==> config.mk <==
export PLATFORM = sky130hd
export DESIGN_NAME = swr_unit
export DESIGN_NICKNAME = d
export VERILOG_FILES = /design/src/design/swr_pkg.sv /design/src/design/swr_unit.sv
export SDC_FILE = /design/constraint.sdc
export NUM_CORES = 1
export LEC_CHECK = 0
export BUFFER_PORTS_ARGS = -buffer_cell sky130_fd_sc_hd__buf_2
export CELL_PAD_IN_SITES_DETAIL_PLACEMENT = 1
export CELL_PAD_IN_SITES_GLOBAL_PLACEMENT = 2
export CORE_MARGIN = 2
export CORE_UTILIZATION = 32
export DETAILED_ROUTE_END_ITERATION = 16
export PLACE_DENSITY = 0.83
export SYNTH_ARGS = -nofsm -noshare
export SYNTH_HDL_FRONTEND = slang
export SYNTH_SLANG_ARGS = --single-unit
export TNS_END_PERCENT = 30
==> constraint.sdc <==
create_clock -name clock -period 3.9 [get_ports clock]
set_input_delay 0.195 -clock clock [delete_from_list [all_inputs] [get_ports clock]]
set_output_delay 0.195 -clock clock [all_outputs]
set_load 0.01 [all_outputs]
==> src/design/swr_pkg.sv <==
// Contract
// - Low doubleword unpack keeps destination low 32 bits and puts source low 32 bits on top.
// - High doubleword unpack moves destination high 32 bits down and puts source high 32 on top.
// - Word extract picks one of four 16-bit words by imm[1:0], zero-extended to 32 bits.
// - Word insert writes the low 16 bits of the integer or memory operand at word imm[1:0].
// - Word insert leaves the three other destination words unchanged.
// - Byte mask of a 64-bit source gathers eight byte sign bits, upper 24 bits zero.
// - Byte mask of a 128-bit source gathers sixteen byte sign bits, upper 16 bits zero.
// - The 64-bit word shuffle uses imm pairs 1:0, 3:2, 5:4, 7:6 for result words 0 to 3.
// - Each 2-bit selector picks the source word of that index, so 10 picks bits 47:32.
// - The 64-bit word shuffle takes its source from a vector register or from memory.
// - Low or high 128-bit word shuffle permutes that half and passes the other half through.
// - The doubleword shuffle routes any 32-bit source field to any result field by imm.
// - Quadword unpack joins the same low or high half of destination and source.
// - Quadword unpack ignores the unselected halves of both operands.
// - Moving a 64-bit vector into a 128-bit register writes the low half and zeroes the top.
// - Moving a 128-bit register to a 64-bit vector copies only its low 64 bits.
package swr_pkg;

  localparam int SWR_LAT_CYCLES = 1;
  localparam logic [127:0] SWR_RESET_VALUE = 128'h0;

  typedef enum logic [3:0] {
    SWR_OP_UNPACK_LOW_DWORDS,
    SWR_OP_UNPACK_HIGH_DWORDS,
    SWR_OP_EXTRACT_WORD,
    SWR_OP_INSERT_WORD,
    SWR_OP_MASK_BYTES64,
    SWR_OP_MASK_BYTES128,
    SWR_OP_SHUFFLE_WORDS64,
    SWR_OP_SHUFFLE_LOW_WORDS128,
    SWR_OP_SHUFFLE_HIGH_WORDS128,
    SWR_OP_SHUFFLE_DWORDS,
    SWR_OP_UNPACK_LOW_QWORDS,
    SWR_OP_UNPACK_HIGH_QWORDS,
    SWR_OP_MOVE_VEC64_TO_VEC128,
    SWR_OP_MOVE_VEC128_TO_VEC64
  } swr_op_e;

  typedef enum logic [1:0] {
    SWR_DST_VEC64,
    SWR_DST_VEC128,
    SWR_DST_GPR32
  } swr_dst_e;

  typedef struct packed {
    logic valid;
    swr_op_e op;
    logic [7:0] imm;
    logic use_mem;
    logic [127:0] dst;
    logic [127:0] src;
    logic [63:0] mem;
    logic [31:0] gpr;
  } swr_req_s;

  typedef struct packed {
    logic wr_en;
    swr_dst_e dst_kind;
    logic [127:0] data;
  } swr_res_s;

endpackage

==> src/design/swr_unit.sv <==
`timescale 1ns/1ps
module swr_unit
  import swr_pkg::*;
(
  input wire logic clock,
  input wire logic rst,
  input wire swr_req_s req,
  output swr_res_s res
);

  function automatic logic [15:0] swr_pick16(input logic [63:0] v, input logic [1:0] sel);
    swr_pick16 = v[sel*16 +: 16];
  endfunction

  function automatic logic [63:0] swr_shuf4x16(input logic [63:0] v, input logic [7:0] imm);
    logic [63:0] r;
    r = '0;
    for (int i = 0; i < 4; i++) begin
      r[i*16 +: 16] = swr_pick16(v, imm[i*2 +: 2]);
    end
    swr_shuf4x16 = r;
  endfunction

  // Only these operations have a memory form; elsewhere use_mem is ignored so a stale
  // flag from the decoder cannot steer the wrong operand in
  function automatic logic swr_mem_form(input swr_op_e op);
    logic m;
    m = 1'b0;
    case (op)
      SWR_OP_UNPACK_LOW_DWORDS: begin
        m = 1'b1;
      end
      SWR_OP_UNPACK_HIGH_DWORDS: begin
        m = 1'b1;
      end
      SWR_OP_EXTRACT_WORD: begin
        m = 1'b0;
      end
      SWR_OP_INSERT_WORD: begin
        m = 1'b1;
      end
      SWR_OP_MASK_BYTES64: begin
        m = 1'b0;
      end
      SWR_OP_MASK_BYTES128: begin
        m = 1'b0;
      end
      SWR_OP_SHUFFLE_WORDS64: begin
        m = 1'b1;
      end
      SWR_OP_SHUFFLE_LOW_WORDS128: begin
        m = 1'b0;
      end
      SWR_OP_SHUFFLE_HIGH_WORDS128: begin
        m = 1'b0;
      end
      SWR_OP_SHUFFLE_DWORDS: begin
        m = 1'b0;
      end
      SWR_OP_UNPACK_LOW_QWORDS: begin
        m = 1'b0;
      end
      SWR_OP_UNPACK_HIGH_QWORDS: begin
        m = 1'b0;
      end
      SWR_OP_MOVE_VEC64_TO_VEC128: begin
        m = 1'b0;
      end
      SWR_OP_MOVE_VEC128_TO_VEC64: begin
        m = 1'b0;
      end
      default: begin
        m = 1'b0;
      end
    endcase
    swr_mem_form = m;
  endfunction

  wire logic take_mem = req.use_mem & swr_mem_form(req.op);
  wire logic [63:0] src64 = take_mem ? req.mem : req.src[63:0];
  wire logic [15:0] ins_word = take_mem ? req.mem[15:0] : req.gpr[15:0];

  logic [63:0] ins_vec;
  always_comb begin
    ins_vec = req.dst[63:0];
    ins_vec[req.imm[1:0]*16 +: 16] = ins_word;
  end

  logic [15:0] mask16;
  logic [127:0] dshuf;
  genvar g;
  generate
    for (g = 0; g < 16; g++) begin : g_mask
      assign mask16[g] = req.src[g*8 + 7];
    end
    for (g = 0; g < 4; g++) begin : g_dshuf
      assign dshuf[g*32 +: 32] = req.src[req.imm[g*2 +: 2]*32 +: 32];
    end
  endgenerate

  // Operand halves, named once for the results below; the 128-bit byte mask and dword shuffle read req.src directly
  logic [63:0] src_lo;
  logic [63:0] src_hi;
  logic [63:0] dst_lo;
  logic [63:0] dst_hi;
  logic [1:0] word_sel;
  assign src_lo = req.src[63:0];
  assign src_hi = req.src[127:64];
  assign dst_lo = req.dst[63:0];
  assign dst_hi = req.dst[127:64];
  assign word_sel = req.imm[1:0];

  logic [7:0] mask8;
  generate
    for (g = 0; g < 8; g++) begin : g_mask8
      assign mask8[g] = src_lo[g*8 + 7];
    end
  endgenerate

  logic [127:0] r_unpack_low_dw;
  logic [127:0] r_unpack_high_dw;
  logic [127:0] r_extract;
  logic [127:0] r_insert;
  logic [127:0] r_mask64;
  logic [127:0] r_mask128;
  logic [127:0] r_shuf64;
  logic [127:0] r_shuf_low;
  logic [127:0] r_shuf_high;
  logic [127:0] r_shuf_dw;
  logic [127:0] r_unpack_low_qw;
  logic [127:0] r_unpack_high_qw;
  logic [127:0] r_move_wide;
  logic [127:0] r_move_narrow;

  assign r_unpack_low_dw = {64'h0, src64[31:0], dst_lo[31:0]};
  assign r_unpack_high_dw = {64'h0, src64[63:32], dst_lo[63:32]};
  assign r_extract = {112'h0, swr_pick16(src_lo, word_sel)};
  assign r_insert = {64'h0, ins_vec};
  assign r_mask64 = {120'h0, mask8};
  assign r_mask128 = {112'h0, mask16};
  assign r_shuf64 = {64'h0, swr_shuf4x16(src64, req.imm)};
  assign r_shuf_low = {src_hi, swr_shuf4x16(src_lo, req.imm)};
  assign r_shuf_high = {swr_shuf4x16(src_hi, req.imm), src_lo};
  assign r_shuf_dw = dshuf;
  assign r_unpack_low_qw = {src_lo, dst_lo};
  assign r_unpack_high_qw = {src_hi, dst_hi};
  assign r_move_wide = {64'h0, src_lo};
  assign r_move_narrow = {64'h0, src_lo};

  // Destination register file of each operation; an unknown code falls back to the
  // narrow file and is never written anyway
  function automatic swr_dst_e swr_kind_of(input swr_op_e op);
    swr_dst_e k;
    k = SWR_DST_VEC64;
    case (op)
      SWR_OP_UNPACK_LOW_DWORDS: begin
        k = SWR_DST_VEC64;
      end
      SWR_OP_UNPACK_HIGH_DWORDS: begin
        k = SWR_DST_VEC64;
      end
      SWR_OP_EXTRACT_WORD: begin
        k = SWR_DST_GPR32;
      end
      SWR_OP_INSERT_WORD: begin
        k = SWR_DST_VEC64;
      end
      SWR_OP_MASK_BYTES64: begin
        k = SWR_DST_GPR32;
      end
      SWR_OP_MASK_BYTES128: begin
        k = SWR_DST_GPR32;
      end
      SWR_OP_SHUFFLE_WORDS64: begin
        k = SWR_DST_VEC64;
      end
      SWR_OP_SHUFFLE_LOW_WORDS128: begin
        k = SWR_DST_VEC128;
      end
      SWR_OP_SHUFFLE_HIGH_WORDS128: begin
        k = SWR_DST_VEC128;
      end
      SWR_OP_SHUFFLE_DWORDS: begin
        k = SWR_DST_VEC128;
      end
      SWR_OP_UNPACK_LOW_QWORDS: begin
        k = SWR_DST_VEC128;
      end
      SWR_OP_UNPACK_HIGH_QWORDS: begin
        k = SWR_DST_VEC128;
      end
      SWR_OP_MOVE_VEC64_TO_VEC128: begin
        k = SWR_DST_VEC128;
      end
      SWR_OP_MOVE_VEC128_TO_VEC64: begin
        k = SWR_DST_VEC64;
      end
      default: begin
        k = SWR_DST_VEC64;
      end
    endcase
    swr_kind_of = k;
  endfunction

  // Bits above the destination width are forced to zero in one place
  function automatic logic [127:0] swr_width_mask(input swr_dst_e kind);
    logic [127:0] m;
    m = '0;
    case (kind)
      SWR_DST_GPR32: begin
        m = {96'h0, 32'hFFFFFFFF};
      end
      SWR_DST_VEC128: begin
        m = 128'hFFFFFFFFFFFFFFFFFFFFFFFFFFFFFFFF;
      end
      default: begin
        m = {64'h0, 64'hFFFFFFFFFFFFFFFF};
      end
    endcase
    swr_width_mask = m;
  endfunction

  // Only defined operation codes raise the write enable
  function automatic logic swr_op_known(input swr_op_e op);
    logic k;
    k = 1'b0;
    case (op)
      SWR_OP_UNPACK_LOW_DWORDS: begin
        k = 1'b1;
      end
      SWR_OP_UNPACK_HIGH_DWORDS: begin
        k = 1'b1;
      end
      SWR_OP_EXTRACT_WORD: begin
        k = 1'b1;
      end
      SWR_OP_INSERT_WORD: begin
        k = 1'b1;
      end
      SWR_OP_MASK_BYTES64: begin
        k = 1'b1;
      end
      SWR_OP_MASK_BYTES128: begin
        k = 1'b1;
      end
      SWR_OP_SHUFFLE_WORDS64: begin
        k = 1'b1;
      end
      SWR_OP_SHUFFLE_LOW_WORDS128: begin
        k = 1'b1;
      end
      SWR_OP_SHUFFLE_HIGH_WORDS128: begin
        k = 1'b1;
      end
      SWR_OP_SHUFFLE_DWORDS: begin
        k = 1'b1;
      end
      SWR_OP_UNPACK_LOW_QWORDS: begin
        k = 1'b1;
      end
      SWR_OP_UNPACK_HIGH_QWORDS: begin
        k = 1'b1;
      end
      SWR_OP_MOVE_VEC64_TO_VEC128: begin
        k = 1'b1;
      end
      SWR_OP_MOVE_VEC128_TO_VEC64: begin
        k = 1'b1;
      end
      default: begin
        k = 1'b0;
      end
    endcase
    swr_op_known = k;
  endfunction

  logic [127:0] sel_data;
  always_comb begin
    sel_data = '0;
    case (req.op)
      SWR_OP_UNPACK_LOW_DWORDS: begin
        sel_data = r_unpack_low_dw;
      end
      SWR_OP_UNPACK_HIGH_DWORDS: begin
        sel_data = r_unpack_high_dw;
      end
      SWR_OP_EXTRACT_WORD: begin
        sel_data = r_extract;
      end
      SWR_OP_INSERT_WORD: begin
        sel_data = r_insert;
      end
      SWR_OP_MASK_BYTES64: begin
        sel_data = r_mask64;
      end
      SWR_OP_MASK_BYTES128: begin
        sel_data = r_mask128;
      end
      SWR_OP_SHUFFLE_WORDS64: begin
        sel_data = r_shuf64;
      end
      SWR_OP_SHUFFLE_LOW_WORDS128: begin
        sel_data = r_shuf_low;
      end
      SWR_OP_SHUFFLE_HIGH_WORDS128: begin
        sel_data = r_shuf_high;
      end
      SWR_OP_SHUFFLE_DWORDS: begin
        sel_data = r_shuf_dw;
      end
      SWR_OP_UNPACK_LOW_QWORDS: begin
        sel_data = r_unpack_low_qw;
      end
      SWR_OP_UNPACK_HIGH_QWORDS: begin
        sel_data = r_unpack_high_qw;
      end
      SWR_OP_MOVE_VEC64_TO_VEC128: begin
        sel_data = r_move_wide;
      end
      SWR_OP_MOVE_VEC128_TO_VEC64: begin
        sel_data = r_move_narrow;
      end
      default: begin
        sel_data = '0;
      end
    endcase
  end

  swr_dst_e kind_d;
  logic wr_en_d;
  logic [127:0] data_d;
  swr_res_s res_d;
  assign kind_d = swr_kind_of(req.op);
  assign wr_en_d = req.valid & swr_op_known(req.op);
  assign data_d = sel_data & swr_width_mask(kind_d);
  assign res_d = '{wr_en: wr_en_d, dst_kind: kind_d, data: data_d};

  // One register stage so every operation has the same latency
  always_ff @(posedge clock) begin
    if (rst) begin
      res <= '{wr_en: 1'b0, dst_kind: SWR_DST_VEC64, data: SWR_RESET_VALUE};
    end else begin
      res <= res_d;
    end
  end

endmodule

## Word level (Yosys, flattened, before mapping)

Memories as Yosys holds them, arrays and structs flattened.
Index checks and enable logic that the tools add are counted.

| storage, ports and cells | value |
|---|---|
| bits in registers | 131 |
| bits in read-only memories | 64 |
| word-level logic and storage cells | 50 |
| memories kept | 3 |

| cells by class | value |
|---|---|
| mux-type cells | 5 |
| shifts and indexed selects | 18 |
| reduce and logical (&&, ||, !) cells | 2 |
| add/sub/neg operators | 1 |
| bitwise operators | 3 |
| eq/ne operators | 15 |

Memory list:

| memory | depth | width | read ports | clocked after memory_dff | wr ports | line | text |
|---|---|---|---|---|---|---|---|
| (no name shown) | 16 | 2 | 1 | 0 | 0 | swr_unit.sv:155 | `case (op)` |
| (no name shown) | 16 | 1 | 1 | 0 | 0 | swr_unit.sv:227 | `case (op)` |
| (no name shown) | 16 | 1 | 1 | 0 | 0 | swr_unit.sv:29 | `case (op)` |

Operator list:

| operator | count |
|---|---|
| $pmux 128 s13 | 1 |
| $shiftx 64x7->16 | 12 |
| $shiftx 128x8->32 | 4 |
| $pmux 128 s2 | 1 |
| $and 128x128->128 | 1 |
| $bwmux 64 | 1 |
| $mux 64 | 1 |
| $shift 16x34->64 const A | 1 |
| $shiftx 16x34->64 | 1 |
| $neg 6->34 | 1 |
| $eq 4x4->1 const B | 6 |
| $eq 4x3->1 const B | 4 |
| $mux 16 | 1 |
| $eq 4x2->1 const B | 2 |
| $eq 4x1->1 const B | 1 |
| $logic_not 4->1 | 1 |
| $and 1x1->1 | 2 |
| $eq 2x1->1 const B | 1 |
| $eq 2x2->1 const B | 1 |
| $reduce_or 2->1 | 1 |

## Depth between registers and ports, before layout

An unclocked memory read counts as a cell.

| logic depth | value |
|---|---|
| depth in word-level cells | 7 |
| gate-level depth with buffers | 15 |
| gate-level depth less buffers | 8 |

## Worst setup path before layout

Ideal clock, no wire load.

| timing | value |
|---|---|
| kind | input port to flip-flop |
| start point | input port req[353] (netlist bit) |
| end point | register res[41] (netlist bit) |
| slack | 609 ps |
| data required time | 3778 ps |
| stages on the path | 15 |
| path buffers | 7 |
| arrival | 3169 ps |
| cell sequence | buf_4 > buf_4 > buf_2 > clkinv_1 > buf_2 > buf_2 > ha_1 > nand2_1 > nor4_2 > or2_0 > buf_2 > buf_2 > a221oi_1 > o221ai_1 > a221o_1 |

| on the way | value |
|---|---|
| cells in the longest elaborated chain, start to end | 5 |

Ends and longest elaborated chain:

| element | line | text |
|---|---|---|
| start: declaration | swr_unit.sv:7 | `input wire swr_req_s req,` |
| $neg 6->34 (*) | swr_unit.sv:86 | `ins_vec[req.imm[1:0]*16 +: 16] = ins_word;` |
| $shiftx 16x34->64 / $shift 16x34->64 (equally long branches) | swr_unit.sv:86 |  |
| $bwmux 64 (*) | swr_unit.sv:86 |  |
| $pmux 128 s13 (*) | swr_unit.sv:280 | `case (req.op)` |
| $and 128x128->128 (*) | swr_unit.sv:335 | `assign data_d = sel_data & swr_width_mask(kind_d);` |
| end signal: assignment | swr_unit.sv:341 | `res <= '{wr_en: 1'b0, dst_kind: SWR_DST_VEC64, data: SWR_RESET_VALUE};` |
| end signal: assignment | swr_unit.sv:343 | `res <= res_d;` |
| end: declaration | swr_unit.sv:8 | `output swr_res_s res` |

Every way passes the cells marked *; elsewhere a longest branch is shown, timed or not.
A chain may end at the register's enable or synchronous reset.

## Worst setup path in the final report

| timing | value |
|---|---|
| start point | input port req[363] (netlist bit) |
| end point | register res[14] (netlist bit) |

| on the way | value |
|---|---|
| cells in the longest elaborated chain, start to end | 7 |

Ends and longest elaborated chain:

| element | line |
|---|---|
| parallel branches: the longest is 5 deep, another holds $mem_v2 16x1 | - |
| $pmux 128 s13 (*) | swr_unit.sv:280 |
| $and 128x128->128 (*) | swr_unit.sv:335 |

Every way passes the cells marked *.

==> metrics.yaml <==
global_routing:
  first_global_vias: 19400
  antenna_found_initial: 12
  grt_max_degree: 66
  grt_pass1_wl_mm: 142
  grt_use_total_pct: 36.5
  grt-ovfl-total: 0
timing:
  fin_crit_sh_pct: 69.3
  tightest_slew_ns: 1.18
  max_freq_mhz: 370
  hold_viol: 0
  period_needed_ns: 2.70
  finalSetupViolations: 0
  setup_tns_ns: 0
  drv_slew: 0
  max_slew_margin_pct: 21.1
  rsz0062_at_grt: "false"
routing:
  drtPass1Iterations: 9
  route.detailed.drc: 0
  via_count: 19700
  routedWlPerCell_um: 36.0
  avgViaCountPerCell: 7.09
  ant_nets: 0
  drt-total-wl_mm: 99.6
  drt_iter0_drc: 3015
run:
  drv_cap: 0
setup_path:
  cp_max_fo: 25
  crit_type: "in -> reg"
  cp.arrival_ns: 3.06
  worstPathRequired_ns: 4.26
  cp-start-kind: "input pin"
  end_kind: "flop"
pwr:
  p_sw_mw: 2.07
  sw_frac_of_total_pct: 37.7
  vdd_drop_max_mv: 0.361
  finalPower_mw: 5.49
  power_density_nw_per_um2: 273
  leakagePower_nw: 7.87
  p_clk_share_pct: 33.6
  p_int_mw: 3.42
  p_seq_share_pct: 26.1
  power_frac_comb_pct: 40.3
place:
  placed_cells: 2726
  place.gp.congestion: 0.966
  dpl.hpwl_mm: 74.4
  numPortBuffers: 482
  placed_area_um2: 19400
floorplanning:
  die_area_um2: 52900
  rows: 82
  ios: 499
  fp.coreArea_um2: 50300
  start_util_pct: 32.5
  fp.dieW_um: 230
  dieHeight_um: 230
clock_tree:
  cts-root-to-sink-buffers: 2
  postCtsResizedCells: 0
  cts_tree: "done"
  cts.sinks: 131
  htree_levels: 4
  clock-root-buffer: "clkbuf_16"
  clk_pin_slew_worst_paths_ns: 0.06
  cts_buffers: 17
synthesis:
  synth_cells: 1729
  ys_warn_count: 0
  synth_cell_types: 74
  synthTopCellsByArea: "mux4_2, dfxtp_1, mux2i_1, a221o_1, a222oi_1"
  ys_seq_area_share_pct: 16.0
  syn_nets: 2102
  netlist_area_um2: 16400
  async_flop_share_pct: 0
  synth-edff-count: 0
  ys_ff_latch: 131
  netlist.top_cell.by_area: "mux4_2"
  syn_avg_cell_area_um2: 9.46
  synth_top_area_share_pct: 27.0
  synthFlopType: "dfxtp_1"
worst_hold_path:
  min_path_type: "in -> reg"
cells_and_area:
  final_common_cell: "buf_2"
  fin_cells: 2770
  reg_top3: "res x131"
  area_growth_pct: 22.7
  regMostFlops: "res"
  final_cell_mix: "buf_2, mux4_2, nand2_1"
  nNetsFinal: 2449
  largest_register_ffs: 131
  final_area_um2: 20100
  drive_gt1_share_pct: 40.3
outcome:
  outcome: "complete, no violations"
## area by class of cell
| cell class | instances | area, um^2 |
|---|---|---|
| Antenna cell | 9 | 22.5 |
| Clock buffer | 20 | 467 |
| Clock inverter | 12 | 178 |
| Fill cell | 5860 | 30200 |
| Inverter | 8 | 30.0 |
| Multi-Input combinational cell | 1359 | 12800 |
| Sequential cell | 131 | 2620 |
| Tap cell | 672 | 841 |
| Timing Repair Buffer | 559 | 3100 |
## metal layers
metal  up-vias  GRT usage, %  routed length, um
li1       7916             -                  -
met2      1572          52.7              42200
met3       174          9.88              12400
met1      9984          52.7              42100
met4         4          11.2               2940
met5         -             0                 33
## worst paths after layout
| path | start | end | cells after the start |
|---|---|---|---|
| worst min-delay path | req[241] | res[17] | 3 |
| worst max-delay path | req[363] | res[14] | 8 |
## worst max-delay path: stages
cell and delay, ns:
buf_2 0.45, buf_4 0.31, xnor2_4 0.13, buf_4 0.24, and3_1 0.33, a222oi_1 0.56, nand3_1 0.35, a221o_1 0.46
## synthesized netlist by cell type (24+ instances only)
| library cell | instances |
|---|---|
| nand2_1 | 153 |
| clkbuf_1 | 133 |
| nand2b_1 | 31 |
| a222oi_1 | 73 |
| a21oi_1 | 129 |
| o21ai_0 | 35 |
| nor2_1 | 84 |
| dfxtp_1 | 131 |
| a221oi_1 | 70 |
| and3_1 | 24 |
| buf_1 | 28 |
| mux2i_1 | 114 |
| buf_2 | 59 |
| mux2_2 | 25 |
| and2_1 | 24 |
| mux4_2 | 196 |
| a221o_1 | 77 |
| o221ai_1 | 35 |
| a22oi_1 | 49 |
| nand3_1 | 37 |
## power by group through the flow
stage          clock (mW)  sequential, mW  combinational, mW
2_1_floorplan           0            1.50               1.17
3_3_place_gp            0            1.46               2.09
3_5_place_dp            0            1.46               2.13
4_1_cts              1.87            1.43               2.14
5_1_grt              1.92            1.44               2.30
6_report             1.84            1.43               2.21
## repair_timing
action | CTS | global route
buffers inserted | 0 | 0
hold buffers | 3 | 0
endpoints found under the hold margin | 3 | 0
## through the flow
stage | worst slack, ns | hold slack (ns) | utilization [%]
floorplan | 0.609 | 0.317 | -
global placement | 0.911 | 0.402 | 38.5
detailed placement | 0.880 | 0.412 | 38.5
CTS | 1.39 | 0.0568 | 39.9
global route | 1.23 | 0.0863 | 39.9
finish | 1.20 | 0.0903 | 39.9
## kinds of logic (layout without fill, tap and decap cells)
logic type	count (synthesis)	after routing	synth area share, %
AOI/OAI and AO/OA	600	600	28.8
and+or+nand+nor	417	417	12.6
muxes	335	335	35.7
buffers and inverters	239	599	6.24
DFF	131	131	16.0
adders and majority gates	5	5	0.383
xor gates and xnor gates	2	2	0.199
other	0	9	0
No activity file was read; power rests on OpenSTA's default activity.
